===== src/logic/srs_pkg.sv =====
// package for the standby and reset sequencer: offsets, fields, timings
package srs_pkg;
  // register byte offsets on the axi4-lite bus
  localparam logic [7:0] SRS_OFF_CTRL = 8'h00; // settle select + lowv control
  localparam logic [7:0] SRS_OFF_STATUS = 8'h04; // settle status counter
  localparam logic [7:0] SRS_OFF_CAUSE = 8'h08; // reset cause register
  localparam logic [7:0] SRS_OFF_STATE = 8'h0C; // power state readback
  // control register fields
  localparam int SRS_CTRL_SEL_LSB = 0; // settle_time_select, 3 bits
  localparam int SRS_CTRL_LVEN_BIT = 8; // lowv_enable
  localparam int SRS_CTRL_LVMD_BIT = 9; // lowv_reset_mode_sel
  localparam int SRS_CTRL_LVSRC_BIT = 10; // lowv_source_sel
  // reset cause fields
  localparam int SRS_CAUSE_LV_BIT = 0; // lowv_reset_cause
  localparam int SRS_CAUSE_WD_BIT = 4; // wdog_reset_cause
  localparam int SRS_CAUSE_TRAP_BIT = 7; // illegal instruction cause
  // reset values
  localparam logic [2:0] SRS_SEL_RST = 3'h7; // longest settle after reset
  localparam logic [7:0] SRS_CAUSE_RST = 8'h00;
  localparam logic [31:0] SRS_SLVERR_DATA = 32'h0000_0000;
  // settle status counter width (bits fill from the msb)
  localparam int SRS_STAT_W = 8;
  // settle wait steps in aclk cycles: 2^(SRS_SETTLE_BASE + sel)
  localparam int SRS_SETTLE_BASE = 8;
  localparam int SRS_CNT_W = 19;
  // least settle time in ns; shorter programmings are illegal, though sel_q takes any value (select 0 waits 256 cycles)
  localparam int SRS_SETTLE_MIN_NS = 20000;
  localparam int SRS_CLK_NS = 10;
  localparam int SRS_SETTLE_MIN_CYC =
    (SRS_SETTLE_MIN_NS + SRS_CLK_NS - 1) / SRS_CLK_NS;
  // least external reset low time in ns
  localparam int SRS_EXT_RST_NS = 10000;
  localparam int SRS_EXT_RST_CYC =
    (SRS_EXT_RST_NS + SRS_CLK_NS - 1) / SRS_CLK_NS;
  // axi response codes
  localparam logic [1:0] SRS_RESP_OKAY = 2'b00;
  localparam logic [1:0] SRS_RESP_SLVERR = 2'b10;
  // power states, one-hot
  typedef enum logic [3:0] {
    SRS_RUN = 4'b0001,
    SRS_HALT = 4'b0010,
    SRS_STOP = 4'b0100,
    SRS_SETTLE = 4'b1000
  } srs_state_t;
endpackage


===== src/logic/srs_settle_counter.sv =====
// crystal settle counter and its msb-first status bits
`timescale 1ns/1ns
module srs_settle_counter import srs_pkg::*; (
  // clock and reset
  input wire logic aclk,
  input wire logic aresetn,
  // control
  input wire logic restart,
  input wire logic osc_running,
  input wire logic [2:0] sel,
  // results
  output logic [SRS_STAT_W-1:0] status,
  output logic done
);
  logic [SRS_CNT_W-1:0] cnt_q; // cycles counted since oscillation began
  logic [SRS_STAT_W-1:0] stat_q; // sticky status bits
  logic [SRS_STAT_W-1:0] hit; // per-step elapse flags
  logic cnt_top; // selected wait reached

  // step k elapses at 2^(base+k); only steps up to sel may report
  genvar k;
  generate
    for (k = 0; k < SRS_STAT_W; k++) begin : g_step
      assign hit[SRS_STAT_W-1-k] = (k <= int'(sel)) &&
        cnt_q[SRS_SETTLE_BASE+k];
    end
  endgenerate
  assign cnt_top = cnt_q[SRS_SETTLE_BASE + int'(sel)];

  // count only while oscillating; restart clears everything
  always_ff @(posedge aclk) begin
    if (!aresetn || restart) begin
      cnt_q <= '0;
      stat_q <= '0;
    end else begin
      if (osc_running && !cnt_top) begin
        cnt_q <= cnt_q + 1'b1;
      end
      stat_q <= stat_q | hit;
    end
  end

  assign status = stat_q;
  assign done = cnt_top;
endmodule // srs_settle_counter


===== src/logic/srs_sequencer.sv =====
// standby, settle wait and reset sequencer with axi4-lite registers
//
// Notes on behaviour
// - status counts only to the selected wait
// - wait starts once oscillation has begun
// - pending unmasked interrupt turns stop into halt
// - stop refused on fast internal clock
// - low-speed oscillator stops in stop only if option clear
// - reset stops all oscillators, ignores clock input
// - ram held through reset ending stop
// - reset: one port low, others released
// - lowv reset spares the lowv detector
// - watchdog reset also resets the watchdog
// - only three cause bits defined on read
// - lowv cause may read one after power-on
// - hold reset until supply above threshold
// - power-on-clear clears cause register to zero
// - lowv interrupt request clears lowv enable
// - status bits set msb first, stay set
`timescale 1ns/1ns
module srs_sequencer import srs_pkg::*; (
  // clock and reset (aresetn is the sequencer's own bus reset)
  input wire logic aclk,
  input wire logic aresetn,
  // axi4-lite write address and data
  input wire logic [7:0] s_axi_awaddr,
  input wire logic s_axi_awvalid,
  output logic s_axi_awready,
  input wire logic [31:0] s_axi_wdata,
  input wire logic [3:0] s_axi_wstrb,
  input wire logic s_axi_wvalid,
  output logic s_axi_wready,
  // axi4-lite write response
  output logic [1:0] s_axi_bresp,
  output logic s_axi_bvalid,
  input wire logic s_axi_bready,
  // axi4-lite read
  input wire logic [7:0] s_axi_araddr,
  input wire logic s_axi_arvalid,
  output logic s_axi_arready,
  output logic [31:0] s_axi_rdata,
  output logic [1:0] s_axi_rresp,
  output logic s_axi_rvalid,
  input wire logic s_axi_rready,
  // cpu side
  input wire logic stop_req,
  input wire logic halt_req,
  input wire logic irq_pending,
  input wire logic cpu_on_crystal,
  input wire logic cpu_on_fast_int,
  input wire logic trap_event,
  // reset sources (pins asynchronous; wdog_overflow is used unsynchronised)
  input wire logic ext_reset_n_pin,
  input wire logic pwrclr_reset_n_pin,
  input wire logic lowv_below_pin,
  input wire logic ext_voltage_pin,
  input wire logic wdog_overflow,
  // option bytes
  input wire logic wdog_in_standby_opt,
  input wire logic lowv_default_start_opt,
  // oscillator side
  input wire logic crystal_main_osc_running,
  output logic crystal_main_osc_en,
  output logic crystal_sub_osc_en,
  output logic int_fast_osc_en,
  output logic int_slow_osc_en,
  output logic ext_clk_in_en,
  // system outputs
  output logic sys_reset_n,
  output logic wdog_reset,
  output logic lowv_reset_n,
  output logic ram_hold,
  output logic reset_low_port_pin,
  output logic ports_hiz,
  output logic cpu_stalled,
  output logic lowv_irq
);
  // --- pin synchronisers: two flops, only stage two is read ---
  logic [4:0] sync1_q; // first stage
  logic [4:0] sync2_q; // second stage
  always_ff @(posedge aclk) begin
    if (!aresetn) begin
      sync1_q <= 5'h03; // resting levels: ext, power-on-clear high
      sync2_q <= 5'h03; // supply starts above threshold, no false lowv
    end else begin
      sync1_q <= {ext_voltage_pin, lowv_below_pin, crystal_main_osc_running,
                  pwrclr_reset_n_pin, ext_reset_n_pin};
      sync2_q <= sync1_q;
    end
  end
  logic ext_rst_n_s, pwrclr_rst_n_s, osc_run_s, lowv_below_s, ext_volt_s;
  assign ext_rst_n_s = sync2_q[0];
  assign pwrclr_rst_n_s = sync2_q[1];
  assign osc_run_s = sync2_q[2];
  assign lowv_below_s = sync2_q[3];
  assign ext_volt_s = sync2_q[4];

  // --- registers ---
  logic [2:0] sel_q; // settle_time_select
  logic lowv_enable_q; // detector on
  logic lowv_reset_mode_sel_q; // 1: reset, 0: interrupt
  logic lowv_source_sel_q; // 1: external pin
  logic [7:0] cause_q; // reset_cause_reg
  logic lowv_irq_flag_q; // request pulse register
  srs_state_t state_q, state_d;
  logic [13:0] ext_lo_q; // external reset low-time counter
  logic restart; // settle counter restart
  logic settle_done;
  logic [SRS_STAT_W-1:0] status;

  // lowv detection on chosen source, only while enabled
  logic lowv_low;
  assign lowv_low = lowv_enable_q &&
    (lowv_source_sel_q ? ext_volt_s : lowv_below_s);
  logic lowv_rst, lowv_int;
  assign lowv_rst = lowv_low && lowv_reset_mode_sel_q;
  assign lowv_int = lowv_low && !lowv_reset_mode_sel_q;

  // external reset counts only after a full low interval
  logic ext_rst;
  assign ext_rst = (ext_lo_q >= 14'(SRS_EXT_RST_CYC));
  always_ff @(posedge aclk) begin
    if (!aresetn || ext_rst_n_s) begin
      ext_lo_q <= '0;
    end else if (!ext_rst) begin
      ext_lo_q <= ext_lo_q + 14'h0001;
    end
  end

  // power-on-clear and lowv default start hold reset until supply good
  logic pwrclr_rst, hold_rst, any_rst;
  assign pwrclr_rst = !pwrclr_rst_n_s;
  assign hold_rst = !lowv_default_start_opt && lowv_below_s;
  assign any_rst = pwrclr_rst || hold_rst || ext_rst || lowv_rst ||
    wdog_overflow;

  // --- axi4-lite write ---
  logic aw_q, w_q, bvalid_q;
  logic [3:0] wstrb_q; // held write strobes
  logic [7:0] awaddr_q;
  logic [31:0] wdata_q;
  logic wr_go;
  assign s_axi_awready = !aw_q && !bvalid_q;
  assign s_axi_wready = !w_q && !bvalid_q;
  assign wr_go = aw_q && w_q && !bvalid_q;
  logic wr_ok;
  assign wr_ok = (awaddr_q == SRS_OFF_CTRL) ||
    (awaddr_q == SRS_OFF_STATUS) || (awaddr_q == SRS_OFF_CAUSE) ||
    (awaddr_q == SRS_OFF_STATE);
  logic wr_ctrl_b0, wr_ctrl_b1;
  assign wr_ctrl_b0 = wr_go && (awaddr_q == SRS_OFF_CTRL) && wstrb_q[0];
  assign wr_ctrl_b1 = wr_go && (awaddr_q == SRS_OFF_CTRL) && wstrb_q[1];
  always_ff @(posedge aclk) begin
    if (!aresetn) begin
      aw_q <= 1'b0;
      w_q <= 1'b0;
      bvalid_q <= 1'b0;
      awaddr_q <= '0;
      wdata_q <= '0;
      wstrb_q <= '0;
      s_axi_bresp <= SRS_RESP_OKAY;
    end else begin
      if (s_axi_awvalid && s_axi_awready) begin
        aw_q <= 1'b1;
        awaddr_q <= {s_axi_awaddr[7:2], 2'b00};
      end
      if (s_axi_wvalid && s_axi_wready) begin
        w_q <= 1'b1;
        wdata_q <= s_axi_wdata;
        wstrb_q <= s_axi_wstrb;
      end
      if (wr_go) begin
        aw_q <= 1'b0;
        w_q <= 1'b0;
        bvalid_q <= 1'b1;
        s_axi_bresp <= wr_ok ? SRS_RESP_OKAY : SRS_RESP_SLVERR;
      end else if (bvalid_q && s_axi_bready) begin
        bvalid_q <= 1'b0;
      end
    end
  end
  assign s_axi_bvalid = bvalid_q;

  // --- axi4-lite read ---
  logic rvalid_q;
  logic [31:0] rdata_d;
  logic rd_ok;
  assign s_axi_arready = !rvalid_q;
  // undefined cause bits are simply read as zero here
  assign rd_ok = (s_axi_araddr[7:2] <= SRS_OFF_STATE[7:2]);
  assign rdata_d =
    (s_axi_araddr[7:2] == SRS_OFF_CTRL[7:2]) ?
      {21'h00_0000, lowv_source_sel_q, lowv_reset_mode_sel_q,
       lowv_enable_q, 5'h00, sel_q} :
    (s_axi_araddr[7:2] == SRS_OFF_STATUS[7:2]) ?
      {24'h00_0000, status} :
    (s_axi_araddr[7:2] == SRS_OFF_CAUSE[7:2]) ?
      {24'h00_0000, cause_q & 8'h91} :
    (s_axi_araddr[7:2] == SRS_OFF_STATE[7:2]) ?
      {27'h000_0000, settle_done, state_q} :
      SRS_SLVERR_DATA;
  always_ff @(posedge aclk) begin
    if (!aresetn) begin
      rvalid_q <= 1'b0;
      s_axi_rdata <= '0;
      s_axi_rresp <= SRS_RESP_OKAY;
    end else if (s_axi_arvalid && s_axi_arready) begin
      rvalid_q <= 1'b1;
      s_axi_rdata <= rdata_d;
      s_axi_rresp <= rd_ok ? SRS_RESP_OKAY : SRS_RESP_SLVERR;
    end else if (rvalid_q && s_axi_rready) begin
      rvalid_q <= 1'b0;
    end
  end
  assign s_axi_rvalid = rvalid_q;

  // --- control and cause registers ---
  // settle select changes are ignored while a crystal wait runs
  logic sel_lock;
  assign sel_lock = (state_q == SRS_SETTLE) && !settle_done;
  always_ff @(posedge aclk) begin
    if (!aresetn || pwrclr_rst) begin
      sel_q <= SRS_SEL_RST;
      lowv_enable_q <= !lowv_default_start_opt;
      lowv_reset_mode_sel_q <= !lowv_default_start_opt;
      lowv_source_sel_q <= 1'b0;
      cause_q <= SRS_CAUSE_RST;
      lowv_irq_flag_q <= 1'b0;
    end else begin
      if (wr_ctrl_b0 && !sel_lock) begin
        sel_q <= wdata_q[2:0];
      end
      // a lowv reset leaves the detector's own settings alone
      if (any_rst && !lowv_rst) begin
        lowv_enable_q <= !lowv_default_start_opt;
        lowv_reset_mode_sel_q <= !lowv_default_start_opt;
        lowv_source_sel_q <= 1'b0;
      end else if (lowv_int) begin
        lowv_enable_q <= 1'b0;
      end else if (wr_ctrl_b1) begin
        lowv_enable_q <= wdata_q[SRS_CTRL_LVEN_BIT];
        lowv_reset_mode_sel_q <= wdata_q[SRS_CTRL_LVMD_BIT];
        lowv_source_sel_q <= wdata_q[SRS_CTRL_LVSRC_BIT];
      end
      lowv_irq_flag_q <= lowv_int;
      // causes: power-on-clear wins over an event set; only power-on-clear or aresetn clears them, not a read or a cpu reset
      if (wdog_overflow) begin
        cause_q[SRS_CAUSE_WD_BIT] <= 1'b1;
      end
      if (lowv_rst || hold_rst) begin
        cause_q[SRS_CAUSE_LV_BIT] <= 1'b1;
      end
      if (trap_event) begin
        cause_q[SRS_CAUSE_TRAP_BIT] <= 1'b1;
      end
    end
  end
  assign lowv_irq = lowv_irq_flag_q;

  // --- standby state machine ---
  logic stop_ok;
  assign stop_ok = stop_req && !cpu_on_fast_int;
  always_comb begin
    state_d = state_q;
    case (state_q)
      SRS_RUN: begin
        if (stop_ok && irq_pending) begin
          state_d = SRS_HALT;
        end else if (stop_ok) begin
          state_d = SRS_STOP;
        end else if (halt_req) begin
          state_d = SRS_HALT;
        end
      end
      SRS_HALT: begin
        if (irq_pending) begin
          state_d = stop_ok ? SRS_SETTLE : SRS_RUN;
        end
      end
      SRS_STOP: begin
        if (irq_pending) begin
          state_d = SRS_SETTLE;
        end
      end
      SRS_SETTLE: begin
        if (settle_done) begin
          state_d = SRS_RUN;
        end
      end
      default: state_d = SRS_RUN;
    endcase
  end
  logic was_stop_q; // stop was entered before the current reset
  always_ff @(posedge aclk) begin
    if (!aresetn || any_rst) begin
      state_q <= SRS_RUN;
    end else begin
      state_q <= state_d;
    end
    if (!aresetn) begin
      was_stop_q <= 1'b0;
    end else if (state_q == SRS_STOP) begin
      was_stop_q <= 1'b1;
    end else if (!any_rst) begin
      was_stop_q <= 1'b0;
    end
  end
  logic rst_q; // registered reset, to find its release
  always_ff @(posedge aclk) begin
    if (!aresetn) begin
      rst_q <= 1'b1;
    end else begin
      rst_q <= any_rst;
    end
  end
  // restart at stop entry, at every settle entry (halt fallback too,
  // else a stale count would end the wait at once) and at reset release
  assign restart = (state_q != SRS_STOP && state_d == SRS_STOP) ||
    (state_q != SRS_SETTLE && state_d == SRS_SETTLE) ||
    (rst_q && !any_rst);

  srs_settle_counter u_settle (
    .aclk(aclk),
    .aresetn(aresetn),
    .restart(restart),
    .osc_running(osc_run_s),
    .sel(sel_q),
    .status(status),
    .done(settle_done)
  );

  // --- outputs ---
  logic in_stop;
  assign in_stop = (state_q == SRS_STOP);
  assign sys_reset_n = !rst_q;
  assign wdog_reset = wdog_overflow || rst_q;
  assign lowv_reset_n = !(pwrclr_rst || ext_rst);
  assign ram_hold = in_stop || (rst_q && was_stop_q);
  assign crystal_main_osc_en = !rst_q && !in_stop;
  assign crystal_sub_osc_en = !rst_q;
  assign int_fast_osc_en = !rst_q && !in_stop;
  assign int_slow_osc_en = !rst_q &&
    !(in_stop && !wdog_in_standby_opt);
  assign ext_clk_in_en = !rst_q;
  assign reset_low_port_pin = rst_q;
  assign ports_hiz = rst_q;
  assign cpu_stalled = (state_q != SRS_RUN) || rst_q;

  // --- assertions ---
  property p_fast_no_stop;
    @(posedge aclk) disable iff (!aresetn)
    (state_q == SRS_RUN && cpu_on_fast_int && !any_rst) |=>
      state_q != SRS_STOP;
  endproperty
  a_fast_no_stop: assert property (p_fast_no_stop)
    else $error("stop entered on fast internal clock");
  property p_pend_halt;
    @(posedge aclk) disable iff (!aresetn)
    (state_q == SRS_RUN && stop_ok && irq_pending && !any_rst) |=>
      state_q == SRS_HALT;
  endproperty
  a_pend_halt: assert property (p_pend_halt)
    else $error("pending interrupt did not turn stop into halt");
  property p_osc_off_rst;
    @(posedge aclk) disable iff (!aresetn)
    rst_q |-> !crystal_main_osc_en && !int_slow_osc_en && !ext_clk_in_en;
  endproperty
  a_osc_off_rst: assert property (p_osc_off_rst)
    else $error("oscillator enabled during reset");
  property p_pwrclr_clear;
    @(posedge aclk) disable iff (!aresetn)
    pwrclr_rst |=> cause_q == 8'h00;
  endproperty
  a_pwrclr_clear: assert property (p_pwrclr_clear)
    else $error("cause register not cleared by power-on-clear");
  property p_lowv_irq_off;
    @(posedge aclk) disable iff (!aresetn)
    (lowv_int && !any_rst && !pwrclr_rst) |=> !lowv_enable_q && lowv_irq;
  endproperty
  a_lowv_irq_off: assert property (p_lowv_irq_off)
    else $error("lowv interrupt did not clear enable");
  property p_hold_rst;
    @(posedge aclk) disable iff (!aresetn)
    hold_rst |=> !sys_reset_n;
  endproperty
  a_hold_rst: assert property (p_hold_rst)
    else $error("reset released below threshold");
  property p_wdog;
    @(posedge aclk) disable iff (!aresetn)
    wdog_overflow |-> wdog_reset ##1 cause_q[SRS_CAUSE_WD_BIT] || pwrclr_rst;
  endproperty
  a_wdog: assert property (p_wdog)
    else $error("watchdog reset missing");
  property p_stat_sticky;
    @(posedge aclk) disable iff (!aresetn)
    (!restart && status[SRS_STAT_W-1]) |=> status[SRS_STAT_W-1] || restart;
  endproperty
  a_stat_sticky: assert property (p_stat_sticky)
    else $error("status msb dropped without restart");
endmodule // srs_sequencer


===== config.mk =====
export PLATFORM = sky130hd
export DESIGN_NAME = srs_sequencer
export DESIGN_NICKNAME = d
export VERILOG_FILES = /design/src/logic/srs_pkg.sv /design/src/logic/srs_settle_counter.sv /design/src/logic/srs_sequencer.sv
export SDC_FILE = /design/constraint.sdc
export NUM_CORES = 1
export LEC_CHECK = 0
export ABC_CLOCK_PERIOD_IN_PS = 2000
export BUFFER_PORTS_ARGS = -buffer_cell sky130_fd_sc_hd__buf_2
export CAP_MARGIN = 20
export CORE_MARGIN = 2
export CORE_UTILIZATION = 47
export CTS_CLUSTER_SIZE = 12
export DETAILED_ROUTE_END_ITERATION = 8
export HOLD_SLACK_MARGIN = 0.1
export PLACE_DENSITY_LB_ADDON = 0.2
export SLEW_MARGIN = 20
export SYNTH_ARGS = -nofsm -noshare
export SYNTH_HDL_FRONTEND = slang
export SYNTH_SLANG_ARGS = --single-unit

===== constraint.sdc =====
create_clock -name aclk -period 2 [get_ports aclk]
set_clock_uncertainty 0.1 [all_clocks]
set_input_delay 0.1 -clock aclk [delete_from_list [all_inputs] [get_ports aclk]]
set_output_delay 0.1 -clock aclk [all_outputs]
set_load 0.005 [all_outputs]

; ---- Yosys cells after proc, flatten, opt, wreduce, memory -nomap -nowiden
; Cells that the tools add are included.
[op_classes]
addsub = 3
n_mul = 0
div_mod_pow = 0
n_lt_le_gt_ge = 10
n_eq_ne = 17
shifts = 0
mux = 32
bitwise = 3
reduce_logical = 82
[op_table]
columns = op, n
row1 = 1-bit logical AND, 36
row2 = "32-bit by 7-bit < comparator with 1-bit output, second input constant", 1
row3 = 4-bit two-way mux, 7
row4 = "6-bit by 2-bit equality test with 1-bit output, second input constant", 4
row5 = "19-bit by 1-bit adder with 19-bit output, second input constant", 1
row6 = 1-bit zero test, 18
row7 = 1-bit logical OR, 18
row8 = 1-bit two-way mux, 17
row9 = 8-bit two-way mux, 2
row10 = 4-bit case mux with 4 select lines, 1
row11 = "14-bit by 1-bit adder with 14-bit output, second input constant", 1
row12 = "14-bit by 10-bit >= comparator with 1-bit output, second input constant", 1
row13 = "6-bit by 1-bit equality test with 1-bit output, second input constant", 2
row14 = "3-bit less-or-equal comparator, first input constant", 4
row15 = 11-bit two-way mux, 1
row16 = "4-bit by 3-bit equality test with 1-bit output, second input constant", 2
row17 = "4-bit equality test, second input constant", 2
row18 = 8-bit zero test, 1
row19 = 8-bit bitwise OR, 1
row20 = "2-bit by 3-bit less-or-equal comparator with 1-bit output, first input constant", 2
row21 = "6-bit by 2-bit less-or-equal comparator with 1-bit output, second input constant", 1
row22 = 6-bit zero test, 1
row23 = "4-bit by 3-bit adder with 5-bit output, first input constant", 1
row24 = 1-bit binary-select mux with 5-bit select, 1
row25 = 16 further kinds, 21
[word_totals]
ff_bits = 126
latch_bits = 0
ram_bits = 0
mem_bits_ro = 0
inputBits = 73
out_inout_bits = 54
wordCells = 173
n_memories = 0

; ---- Longest topological paths before layout
; Gate-level depths: netlist of run 1.
[depth]
word_depth = 11
mapped_depth = 7
depth_no_buf = 6

; ---- By module
; A second synthesis of run 1 with hierarchy kept.
[hier_totals]
cells_unflattened = 496
hier_area_um2 = 4409.2
[modules_own_cells]
columns = module, n_inst, cells_per_inst, area_per_inst_um2, seq_area_each_um2
row1 = srs_sequencer, 1, 363, 3268.1, 1441.4
row2 = srs_settle_counter, 1, 133, 1141.1, 480.5

; ---- Least setup slack after synthesis of run 1
; Ideal clock, no wire load.
[synth_timing]
kind = reg-to-reg
startpoint = reg ext_lo_q[10]
endpoint = reg lowv_enable_q, enable pin
setup_ps = 261
arrival_ps = 1518
required_ps = 1639
path_slack_ps = 122
path_stages_with_launch = 6
n_path_buf = 0
synth_period_minus_slack_ps = 1878
cell_sequence = dfxtp_1 or4_4 a21oi_4 nand2_1 a21oi_1 nand3_1
[synth_via]
elab_chain_cells = 6
[synth_rtl]
columns = element, line
row1 = start: declaration, srs_sequencer.sv:106  ; logic [13:0] ext_lo_q;
row2 = start signal: assignment, srs_sequencer.sv:126  ; ext_lo_q <= ext_lo_q + 14'h0001;
row3 = 14-bit by 10-bit >= comparator with 1-bit output, srs_sequencer.sv:121  ; assign ext_rst = (ext_lo_q >= 14'(SRS_EXT_RST_CYC));
row4 = 1-bit logical OR (3 in series), srs_sequencer.sv:134  ; assign any_rst = pwrclr_rst || hold_rst || ext_rst || lowv_rst ||
row5 = 1-bit logical AND, srs_sequencer.sv:234  ; if (any_rst && !lowv_rst) begin
row6 = 4-bit nonzero test (no line), -
row7 = end signal: assignment, srs_sequencer.sv:224  ; lowv_enable_q <= !lowv_default_start_opt;
row8 = end signal: assignment, srs_sequencer.sv:235  ; lowv_enable_q <= !lowv_default_start_opt;
row9 = end signal: assignment, srs_sequencer.sv:241  ; lowv_enable_q <= wdata_q[SRS_CTRL_LVEN_BIT];
row10 = end: declaration, srs_sequencer.sv:100  ; logic lowv_enable_q;
; No other way between the ends.
; A chain may end at the register's enable or synchronous reset.

; ---- Worst setup path after layout of run 1
[layout_timing]
startpoint = reg ext_lo_q[13]
endpoint = out lowv_reset_n
[layout_via]
elab_chain_cells = 3
[layout_rtl]
columns = element, line
row1 = 14-bit by 10-bit >= comparator with 1-bit output, srs_sequencer.sv:121
row2 = 1-bit logical OR, srs_sequencer.sv:337  ; assign lowv_reset_n = !(pwrclr_rst || ext_rst);
row3 = 1-bit zero test, srs_sequencer.sv:337
row4 = end: declaration, srs_sequencer.sv:71  ; output logic lowv_reset_n,
; No other way between the ends.

==> results of run 1 <==
==> per-layer routing <==
| layer | global-route usage (%) | vias up | share of wire (%) |
|---|---|---|---|
| li1 | - | 1850 | - |
| met1 | 27.38 | 1653 | 49 |
| met2 | 32.42 | 88 | 46 |
| met3 | 2.994 | 10 | 4.0 |
| met4 | 6.006 | 0 | 1.2 |
| met5 | 0 | - | 0 |
==> flip-flops by register name, indices dropped and copies added, names as in the netlist, 4 cells and up <==
name             cells
sync2_q              5
ext_lo_q            14
u_settle.status      8
wdata_q              6
awaddr_q             6
state_q              4
u_settle.cnt_q      16
sync1_q              5
s_axi_rdata         11
==> cells by family (layout without fill, tap and decap cells) <==
logic type | Yosys count | in the layout | share of synthesized area (%)
adder cells (fa/ha/maj) | 3 | 3 | 0.8624
XOR/XNOR | 23 | 23 | 4.628
AND/OR/NAND/NOR | 194 | 194 | 22.33
multiplexers | 19 | 19 | 4.398
buffers and inverters | 62 | 157 | 8.853
flip-flops | 95 | 95 | 44.15
other | 1 | 23 | 0.08615
AO/OA/AOI/OAI | 90 | 90 | 14.69
==> worst max-delay path: stages, from the launching register on <==
cell	delay, ps
sky130_fd_sc_hd__dfxtp_1	320
sky130_fd_sc_hd__or4_4	550
sky130_fd_sc_hd__a21oi_4	170
sky130_fd_sc_hd__buf_6	110
sky130_fd_sc_hd__and2_2	130
sky130_fd_sc_hd__buf_2	100
==> area by class of cell <==
class	instances	share of cell area, %
clock buffer	10	2.796
clock inverter	6	1.010
inverter	17	1.198
multi-input combinational	352	40.41
sequential	95	36.11
tap	111	2.608
timing repair buffer	124	15.86
==> cells in the final DEF (no fill, tap or decap), types with 5 or more instances in the layout <==
cell type	instances
sky130_fd_sc_hd__a211oi_1	10
sky130_fd_sc_hd__and2_1	12
sky130_fd_sc_hd__nand3_1	20
sky130_fd_sc_hd__dlygate4sd3_1	29
sky130_fd_sc_hd__o21a_1	5
sky130_fd_sc_hd__nand2b_1	12
sky130_fd_sc_hd__xnor2_1	16
sky130_fd_sc_hd__inv_1	16
sky130_fd_sc_hd__conb_1	23
sky130_fd_sc_hd__nor2b_1	8
sky130_fd_sc_hd__mux2i_1	15
sky130_fd_sc_hd__buf_4	23
sky130_fd_sc_hd__dfxtp_1	92
sky130_fd_sc_hd__o21ai_0	9
sky130_fd_sc_hd__a21oi_1	34
sky130_fd_sc_hd__a31oi_1	5
sky130_fd_sc_hd__nand2_1	39
sky130_fd_sc_hd__nor2_1	65
sky130_fd_sc_hd__clkbuf_8	9
sky130_fd_sc_hd__xor2_1	7
sky130_fd_sc_hd__nand4_1	10
sky130_fd_sc_hd__buf_2	70
==> power breakdown <==
group | leakage, nW | total, mW | internal (mW) | switching [mW]
Combinational | 1.25 | 0.362 | 0.174 | 0.189
Clock | 0.101 | 1.27 | 0.553 | 0.718
Sequential | 0.777 | 1.99 | 1.95 | 0.0373
Total | 2.13 | 3.62 | 2.68 | 0.945
==> repair_timing <==
item	4_1_cts	5_1_grt
hold buffers	29	0
resized for setup	3	5
endpoints found under the hold margin	34	0
buffers inserted	3	1
pin swaps	1	0
endpoints found under the setup margin	2	21
==> worst max-delay path by stage <==
stage / startpoint / endpoint / slack, ps
2_1_floorplan: ext_lo_q[10] / lowv_enable_q / 120
3_3_place_gp: sel_q[1] / u_settle.cnt_q[11] / 80
3_5_place_dp: sel_q[1] / sel_q[0] / 3
4_1_cts: ext_lo_q[13] / lowv_reset_n / 2
5_1_grt: ext_lo_q[13] / u_settle.cnt_q[12] / -10
6_report: ext_lo_q[13] / lowv_reset_n / 60
==> synthesized netlist by cell type, types with 8 or more instances <==
master / n
sky130_fd_sc_hd__a211oi_1: 10
sky130_fd_sc_hd__inv_1: 16
sky130_fd_sc_hd__xnor2_1: 16
sky130_fd_sc_hd__o21ai_0: 9
sky130_fd_sc_hd__nand2_1: 39
sky130_fd_sc_hd__dfxtp_1: 93
sky130_fd_sc_hd__nor2b_1: 8
sky130_fd_sc_hd__a21oi_1: 35
sky130_fd_sc_hd__nand4_1: 10
sky130_fd_sc_hd__nand2b_1: 12
sky130_fd_sc_hd__mux2i_1: 18
sky130_fd_sc_hd__nor2_1: 65
sky130_fd_sc_hd__nand3_1: 20
sky130_fd_sc_hd__and2_1: 12
sky130_fd_sc_hd__clkbuf_1: 10
sky130_fd_sc_hd__buf_4: 27
==> summary.txt, run 1 <==
Yosys
  – Count of flip-flops with a built-in enable after synthesis: 2
  – Top cell type by total area after synthesis: sky130_fd_sc_hd__dfxtp_1
  – Ranking of synthesized cells by area: sky130_fd_sc_hd__dfxtp_1 (43%), sky130_fd_sc_hd__nor2_1 (5.6%), sky130_fd_sc_hd__buf_4 (4.7%), sky130_fd_sc_hd__mux2i_1 (4.1%), sky130_fd_sc_hd__a21oi_1 (4.0%)
  – Count of unique library cells instantiated by Yosys: 60
  – Synth async-reset ratio: 0%
  – Cell count after synthesis: 487
  – Syn avg cell area: 8.938 um^2
  – Main flop type after synthesis: sky130_fd_sc_hd__dfxtp_1
  – Sequential cell area fraction in the yosys report: 44.15%
  – Netlist area before placement: 4353 um^2
  – Seq cells post-synth: 95
  – Synthesis Warnings: 0
  – Portion of synthesized cell area occupied by the leading cell type: 42.77%

Cells and area
  – Nets: 675
  – Number of antenna cells inserted: 0
  – Fill cell count: 825
  – Share of cells above drive strength 1: 22.02%
  – Total area of multi-input combinational cells: 2152 um^2
  – Non-filler instance count after layout: 715
  – Area used by sequential logic in the layout: 1923 um^2
  – Layout Utilization: 58.46%
  – Final design area excluding fillers: 5325 um^2
  – Signed area change from the synthesized netlist to the final layout: 22.33%

Critical path
  – Nature of the critical path startpoint: flip-flop
  – Endpoint of the worst-slack reg-to-reg timing path: u_settle.cnt_q[5]
  – Internal reg-to-reg setup slack: 80 ps
  – Required time at the endpoint of the critical path: 1800 ps
  – Cell count of the worst reg-to-reg path: 7
  – Peak fanout along the critical path: 4
  – Worst EP arrival: 1740 ps
  – Capturing element type of the critical path: output pin
  – Reg-to-reg critical path startpoint: ext_lo_q[13]
  – Setup CP Type: flip-flop to output pin

Routing
  – Routed vias/inst: 5.036
  – Total via count after detailed routing: 3601
  – Residual DRC: 0
  – Post-route antenna net violation count: 0
  – Number of DRC markers in iteration 0: 113
  – First drt pass iteration count: 4
  – WL per Instance: 13.43 um
  – DRT Wirelength: 9604 um

Timing
  – Ratio of final minimum period to clock period: 97.13%
  – Final hold vios: 0
  – Final critical delay including setup and external delays: 1943 ps
  – Fmax achieved: 514.8 MHz
  – Remaining max-slew budget at the tightest pin: 53.50%
  – Count of final max-slew check failures: 0
  – Final critical-path setup slack: 57.49 ps
  – Worst hold-check slack: 107.8 ps
  – Sum Neg Setup Slack: 0 ps
  – RSZ-0062 raised after global routing: true
  – Worst-Margin Slew: 696.1 ps
  – Final setup violation count: 0

Die
  – Core Area: 9109 um^2
  – Floorplan die area: 10050 um^2
  – Starting density of the core: 47.79%
  – DIE WIDTH: 100.2 um
  – Rows: 35
  – IO Count: 127
  – Die Y: 100.2 um

Power
  – Power per Cell Area: 680.4 nW/um^2
  – Leak Pwr: 2.126 nW
  – Maximum vdd ir drop: 0.0003379 V
  – Tot Pwr: 3.623 mW

Global routing
  – Initial antenna violation count: 0
  – First-pass GRT wire length: 16170 um
  – Overflow left after global routing: 0
  – Total track usage: 19.91%
  – Vias in the first global route: 3415
  – Largest net degree at the start of global routing: 25

Clock network
  – Maximum number of buffers from clock root to sink: 2
  – Root Driver: sky130_fd_sc_hd__clkbuf_8
  – TritonCTS clock tree: done
  – Num CTS Buffers: 9
  – Number of H-tree branching levels: 3
  – Number of sinks handled by clock tree synthesis: 95
  – Insertion delay of the later-clocked pin in the worst-skew pair: 360 ps
  – Clock-pin slew on the worst setup and hold paths: 100 ps

Status
  – Status: finished clean

Hold path
  – Terminating pin of the worst hold path: state_q[0]
  – Hold path cells: 3
  – Hold Startpoint: halt_req
  – Worst min-delay path category: input port to flip-flop

Placement
  – Final HPWL DP: 7042 um
  – Global placement routability congestion: 0.8480
  – Total of buffers placed on input and output ports: 70
  – Post-Place Cells: 666
  – Area after DPL: 4773 um^2
  – Placement Setup Slack: 3.046 ps

Run
  – Max-capacitance violation count: 0
Note: power is estimated with default switching activity, not from simulation.
==> run 2: changes to the inputs <==
- CORE_ASPECT_RATIO: not set -> 0.9
- PLACE_DENSITY: not set -> 0.82
- PLACE_DENSITY_LB_ADDON: 0.2 -> not set
==> run 2 against run 1 <==
Against the previous run: first-iteration DRC count grew 81%; utilization is 0.32 points higher; sequential power hardly changed; sequential share of layout area increased by 0.068 points; register-to-register slack better by 30 ps; final area shrank 0.19%; critical path depth is 1 higher.
==> summary.txt, run 2 (synthesized netlist as in run 1, its figures left out) <==
Critical path
  – Cells along the critical path: dlygate4sd3_1 -> clkbuf_4 -> clkinvlp_4 -> buf_4 -> a211oi_1 -> dlygate4sd3_1
  – Peak fanout along the critical path: 21
  – Crit-path most repeated cell: sky130_fd_sc_hd__dlygate4sd3_1
  – Worst EP arrival: 2150 ps
  – Required time at the endpoint of the critical path: 2210 ps
  – Nature of the critical path startpoint: input port
  – Capturing element type of the critical path: flip-flop
  – Bufs and invs on worst path: 5
  – Setup CP Type: input port to flip-flop
  – Kind of cell adding the most delay to the critical path: buffers and inverters
  – CP max stage delay: 590 ps
  – Highest-delay cell along the critical path: sky130_fd_sc_hd__dlygate4sd3_1

Routing
  – DRT Wirelength: 10200 um
  – Post-route antenna net violation count: 0
  – Routed vias/inst: 5.194
  – Met2 wirelength from detailed routing: 5053 um
  – WL per Instance: 14.07 um
  – Top routing layer used: met4
  – First drt pass iteration count: 6
  – Detail Route met3 WL: 549 um
  – Residual DRC: 0
  – Metal1 wirelength: 4370 um
  – Total via count after detailed routing: 3766
  – Number of DRC markers in iteration 0: 205

Die
  – Rows: 33
  – Starting density of the core: 48.14%
  – Floorplan die area: 10050 um^2
  – DIE WIDTH: 105.4 um
  – IO Count: 127
  – Core Area: 9042 um^2
  – Die Y: 95.30 um

Timing
  – Count of final max-slew check failures: 0
  – Remaining max-slew budget at the tightest pin: 54.35%
  – Final critical-path setup slack: 59.66 ps
  – Final setup violation count: 0
  – Ratio of final minimum period to clock period: 97.02%
  – RSZ-0062 raised after global routing: true
  – Fmax achieved: 515.4 MHz
  – Worst-Margin Slew: 684.8 ps
  – Final hold vios: 0
  – Final critical delay including setup and external delays: 1940 ps

Power
  – Maximum vdd ir drop: 0.0005193 V
  – Tot Pwr: 3.474 mW
  – Leak Pwr: 2.091 nW
  – Power per Cell Area: 653.6 nW/um^2

Global routing
  – Vias in the first global route: 3736
  – Overflow left after global routing: 0
  – Total track usage: 21.50%
  – First-pass GRT wire length: 17070 um
  – Largest net degree at the start of global routing: 25
  – Initial antenna violation count: 0

Run
  – Max-capacitance violation count: 0

Placement
  – Global placement routability congestion: 0.9082
  – Total of buffers placed on input and output ports: 70
  – Placement Setup Slack: 9.867 ps
  – Final HPWL DP: 7163 um

Clock network
  – Insertion delay of the later-clocked pin in the worst-skew pair: 370 ps
  – Clock-pin slew on the worst setup and hold paths: 90 ps
  – Root Driver: sky130_fd_sc_hd__clkbuf_8
  – Maximum number of buffers from clock root to sink: 2
  – Number of H-tree branching levels: 3
  – Num CTS Buffers: 9
  – Number of sinks handled by clock tree synthesis: 95
  – TritonCTS clock tree: done

Cells and area
  – Number of antenna cells inserted: 0
  – Nets: 674
  – Share of cells above drive strength 1: 21.23%
  – Largest registers: u_settle.cnt_q (16), ext_lo_q (14), s_axi_rdata (11)
  – Leading cell types in the layout, fill and taps excluded: sky130_fd_sc_hd__dfxtp_1 (92), sky130_fd_sc_hd__buf_2 (69), sky130_fd_sc_hd__nor2_1 (65)
  – Flip-flop count of the largest register, all copies and words added: 16
  – Signed area change from the synthesized netlist to the final layout: 22.10%
  – Leading cell type in the layout, fill and taps excluded: sky130_fd_sc_hd__dfxtp_1
  – Most flop-heavy register: u_settle.cnt_q

Status
  – Status: finished clean

Hold path
  – Worst min-delay path category: input port to flip-flop
## run 2: layer usage
metal  track usage [%]  up-vias
li1                  -     1847
met1             25.26     1784
met4             9.000        0
met3             4.921       18
met5                 0        -
met2             38.06      117
## run 2: final timing paths
kind,start,end,slack [ps],cells after the start
hold reg to reg,sync1_q[1],sync2_q[1],320,1
setup reg to reg,state_q[0],u_settle.status[0],110,5
hold / removal,s_axi_arvalid,s_axi_rdata[0],120,5
setup / recovery,aresetn,s_axi_rvalid,60,6
## run 2: per-stage QoR
stage	cell area, um^2	TNS, ps	util [%]	cells	hold slack [ps]
floorplan	4436	0	-	509	78.51
global placement	4757	0	52.61	673	184.5
detailed placement	4757	0	52.61	673	188.1
CTS	5284	0	58.43	724	107.6
global route	5315	-6.754	58.78	725	151.6
finish	5315	0	58.78	725	122.9
## run 2: cell type report
class,instances,area [um^2]
Multi-Input combinational cell,352,2157
Clock buffer,11,131.4
Timing Repair Buffer,123,849.6
Sequential cell,95,1923
Tap cell,122,152.6
Inverter,17,67.56
Fill cell,758,3727
Clock inverter,5,33.78
## run 2: power breakdown
group / total (mW) / internal [mW] / switching (mW)
registers: 1.99 / 1.95 / 0.0375
clock network: 1.11 / 0.453 / 0.658
logic: 0.374 / 0.179 / 0.195
total: 3.47 / 2.58 / 0.890
## run 2: tightest hold or removal path: stages
cell and delay, ps:
sky130_fd_sc_hd__buf_2 120, sky130_fd_sc_hd__nand2_1 90, sky130_fd_sc_hd__nor2_1 80, sky130_fd_sc_hd__nand3_1 70, sky130_fd_sc_hd__a31oi_1 80
## run 2: timing repair
| action | in CTS | in global routing |
|---|---|---|
| pin swaps | 1 | 0 |
| resized for setup | 5 | 6 |
| hold buffers | 33 | 0 |
| hold endpoints to repair | 39 | 0 |
| buffers inserted | 2 | 1 |
| setup endpoints to repair | 5 | 10 |
==> run 3: changes to the inputs <==
- SETUP_SLACK_MARGIN: not set -> 0.1
==> run 3 against run 2 <==
Against the previous run: die area stayed put; critical endpoint is now lowv_reset_n; first-iteration DRC count shrank 5.9%; sequential cell count unchanged; final area grew 0.85%; highest routed layer unchanged; critical path depth fell by 1; combinational power rose by 1%; register-to-register slack about the same.
==> summary.txt, run 3 (synthesized netlist as in run 1, its figures left out) <==
Clock network
  – Number of H-tree branching levels: 3
  – Root Driver: sky130_fd_sc_hd__clkbuf_8
  – Clock-pin slew on the worst setup and hold paths: 90 ps
  – TritonCTS clock tree: done
  – Insertion delay of the later-clocked pin in the worst-skew pair: 370 ps
  – Num CTS Buffers: 9
  – Number of sinks handled by clock tree synthesis: 95
  – Maximum number of buffers from clock root to sink: 2

Critical path
  – Highest-delay cell along the critical path: sky130_fd_sc_hd__or4_4
  – Nature of the critical path startpoint: flip-flop
  – Required time at the endpoint of the critical path: 1800 ps
  – Setup CP Type: flip-flop to output pin
  – CP max stage delay: 540 ps
  – Worst EP arrival: 1730 ps
  – Cell count of the worst reg-to-reg path: 7
  – Capturing element type of the critical path: output pin
  – Cells along the critical path: or4_4 -> a21oi_4 -> buf_6 -> and2_4 -> buf_6
  – Peak fanout along the critical path: 3
  – Crit-path most repeated cell: sky130_fd_sc_hd__buf_6

Die
  – Starting density of the core: 48.14%
  – Floorplan die area: 10050 um^2
  – DIE WIDTH: 105.4 um
  – IO Count: 127
  – Die Y: 95.30 um
  – Rows: 33
  – Core Area: 9042 um^2

Placement
  – Total of buffers placed on input and output ports: 70
  – Area after DPL: 4757 um^2
  – Final HPWL DP: 7163 um
  – Global placement routability congestion: 0.9082

Routing
  – WL per Instance: 14.13 um
  – First drt pass iteration count: 4
  – Post-route antenna net violation count: 0
  – Top routing layer used: met4
  – Routed vias/inst: 5.173
  – Met2 wirelength from detailed routing: 5093 um
  – Residual DRC: 0
  – DRT Wirelength: 10270 um
  – Total via count after detailed routing: 3761
  – Detail Route met3 WL: 541 um
  – Number of DRC markers in iteration 0: 193
  – Metal1 wirelength: 4410 um

Cells and area
  – Number of antenna cells inserted: 0
  – Flip-flop count of the largest register, all copies and words added: 16
  – Final design area excluding fillers: 5360 um^2
  – Share of cells above drive strength 1: 22.15%
  – Layout Utilization: 59.28%
  – Signed area change from the synthesized netlist to the final layout: 23.14%
  – Nets: 676
  – Most flop-heavy register: u_settle.cnt_q
  – Fill cell count: 748
  – Leading cell type in the layout, fill and taps excluded: sky130_fd_sc_hd__dfxtp_1
  – Largest registers: u_settle.cnt_q (16), ext_lo_q (14), s_axi_rdata (11)
  – Leading cell types in the layout, fill and taps excluded: sky130_fd_sc_hd__dfxtp_1 (90), sky130_fd_sc_hd__buf_2 (68), sky130_fd_sc_hd__nor2_1 (65)

Global routing
  – First-pass GRT wire length: 17150 um
  – Largest net degree at the start of global routing: 25
  – Overflow left after global routing: 0
  – Total track usage: 21.59%
  – Vias in the first global route: 3743
  – Initial antenna violation count: 0

Timing
  – Final setup violation count: 0
  – Final critical delay including setup and external delays: 1934 ps
  – Worst-Margin Slew: 690.1 ps
  – Fmax achieved: 517.0 MHz
  – Final hold vios: 0
  – Sum Neg Setup Slack: 0 ps
  – Ratio of final minimum period to clock period: 96.72%
  – RSZ-0062 raised after global routing: true
  – Remaining max-slew budget at the tightest pin: 53.99%
  – Count of final max-slew check failures: 0

Power
  – Power per Cell Area: 648.1 nW/um^2
  – Maximum vdd ir drop: 0.0005186 V
  – Leak Pwr: 2.109 nW

Status
  – Status: finished clean

Run
  – Max-capacitance violation count: 0

Hold path
  – Worst min-delay path category: input port to flip-flop
  – Hold path cells: 5
## run 3: cell types whose count changed in the layout (fill, tap and decap cells not counted), sizes merged
cell	previous run	this run
buf	89	91
## run 3: worst paths after layout
kind	startpoint	endpoint	slack (ps)
max	ext_lo_q[11]	lowv_reset_n	70
min reg2reg	sync1_q[1]	sync2_q[1]	310
min	s_axi_arvalid	s_axi_rdata[0]	110
max reg2reg	ext_lo_q[11]	u_settle.cnt_q[1]	120
## run 3: power by group
| group | switching (mW) | internal (mW) | leakage, nW | total, mW |
|---|---|---|---|---|
| Combinational | 0.196 | 0.183 | 1.25 | 0.379 |
| Sequential | 0.0375 | 1.95 | 0.778 | 1.99 |
| Clock | 0.654 | 0.453 | 0.0797 | 1.11 |
| Total | 0.887 | 2.59 | 2.11 | 3.47 |
## run 3: layout make-up
type / instances / area, um^2 / area share (%)
Multi-Input combinational cell: 352 / 2176 / 40.59
Sequential cell: 95 / 1928 / 35.97
Timing Repair Buffer: 125 / 870.8 / 16.25
Tap cell: 122 / 152.6 / 2.848
Clock buffer: 11 / 131.4 / 2.451
Inverter: 17 / 67.56 / 1.261
Clock inverter: 5 / 33.78 / 0.6303
## run 3: repair_timing
action	CTS	global route
pin swaps	1	1
hold buffers	33	0
cloned	0	0
buffers inserted	3	2
hold endpoints to repair	39	0
resized for setup	7	12
setup endpoints to repair	20	41
## run 3: through the flow
step	cells	hold WS, ps	power (mW)	worst slack (ps)
finish	727	114.5	3.474	65.58
global route	727	145.9	3.637	12.70
CTS	725	107.6	3.494	49.27
detailed placement	673	188.1	2.347	9.867
global placement	673	184.5	2.334	98.67
floorplan	509	78.51	2.268	121.6
## run 3: per-layer routing
metal | vias to the layer above | global-route usage [%]
met2 | 120 | 38.39
met5 | - | 0
met1 | 1771 | 25.28
met3 | 18 | 4.921
met4 | 0 | 9.000
li1 | 1852 | -
## run 3: critical path: cells and delay by family (launching register included)
family                 cells  cell delay [ps]
AOI/OAI and AO/OA          1              160
DFF                        1              330
buffers and inverters      2              210
and+or+nand+nor            2              680
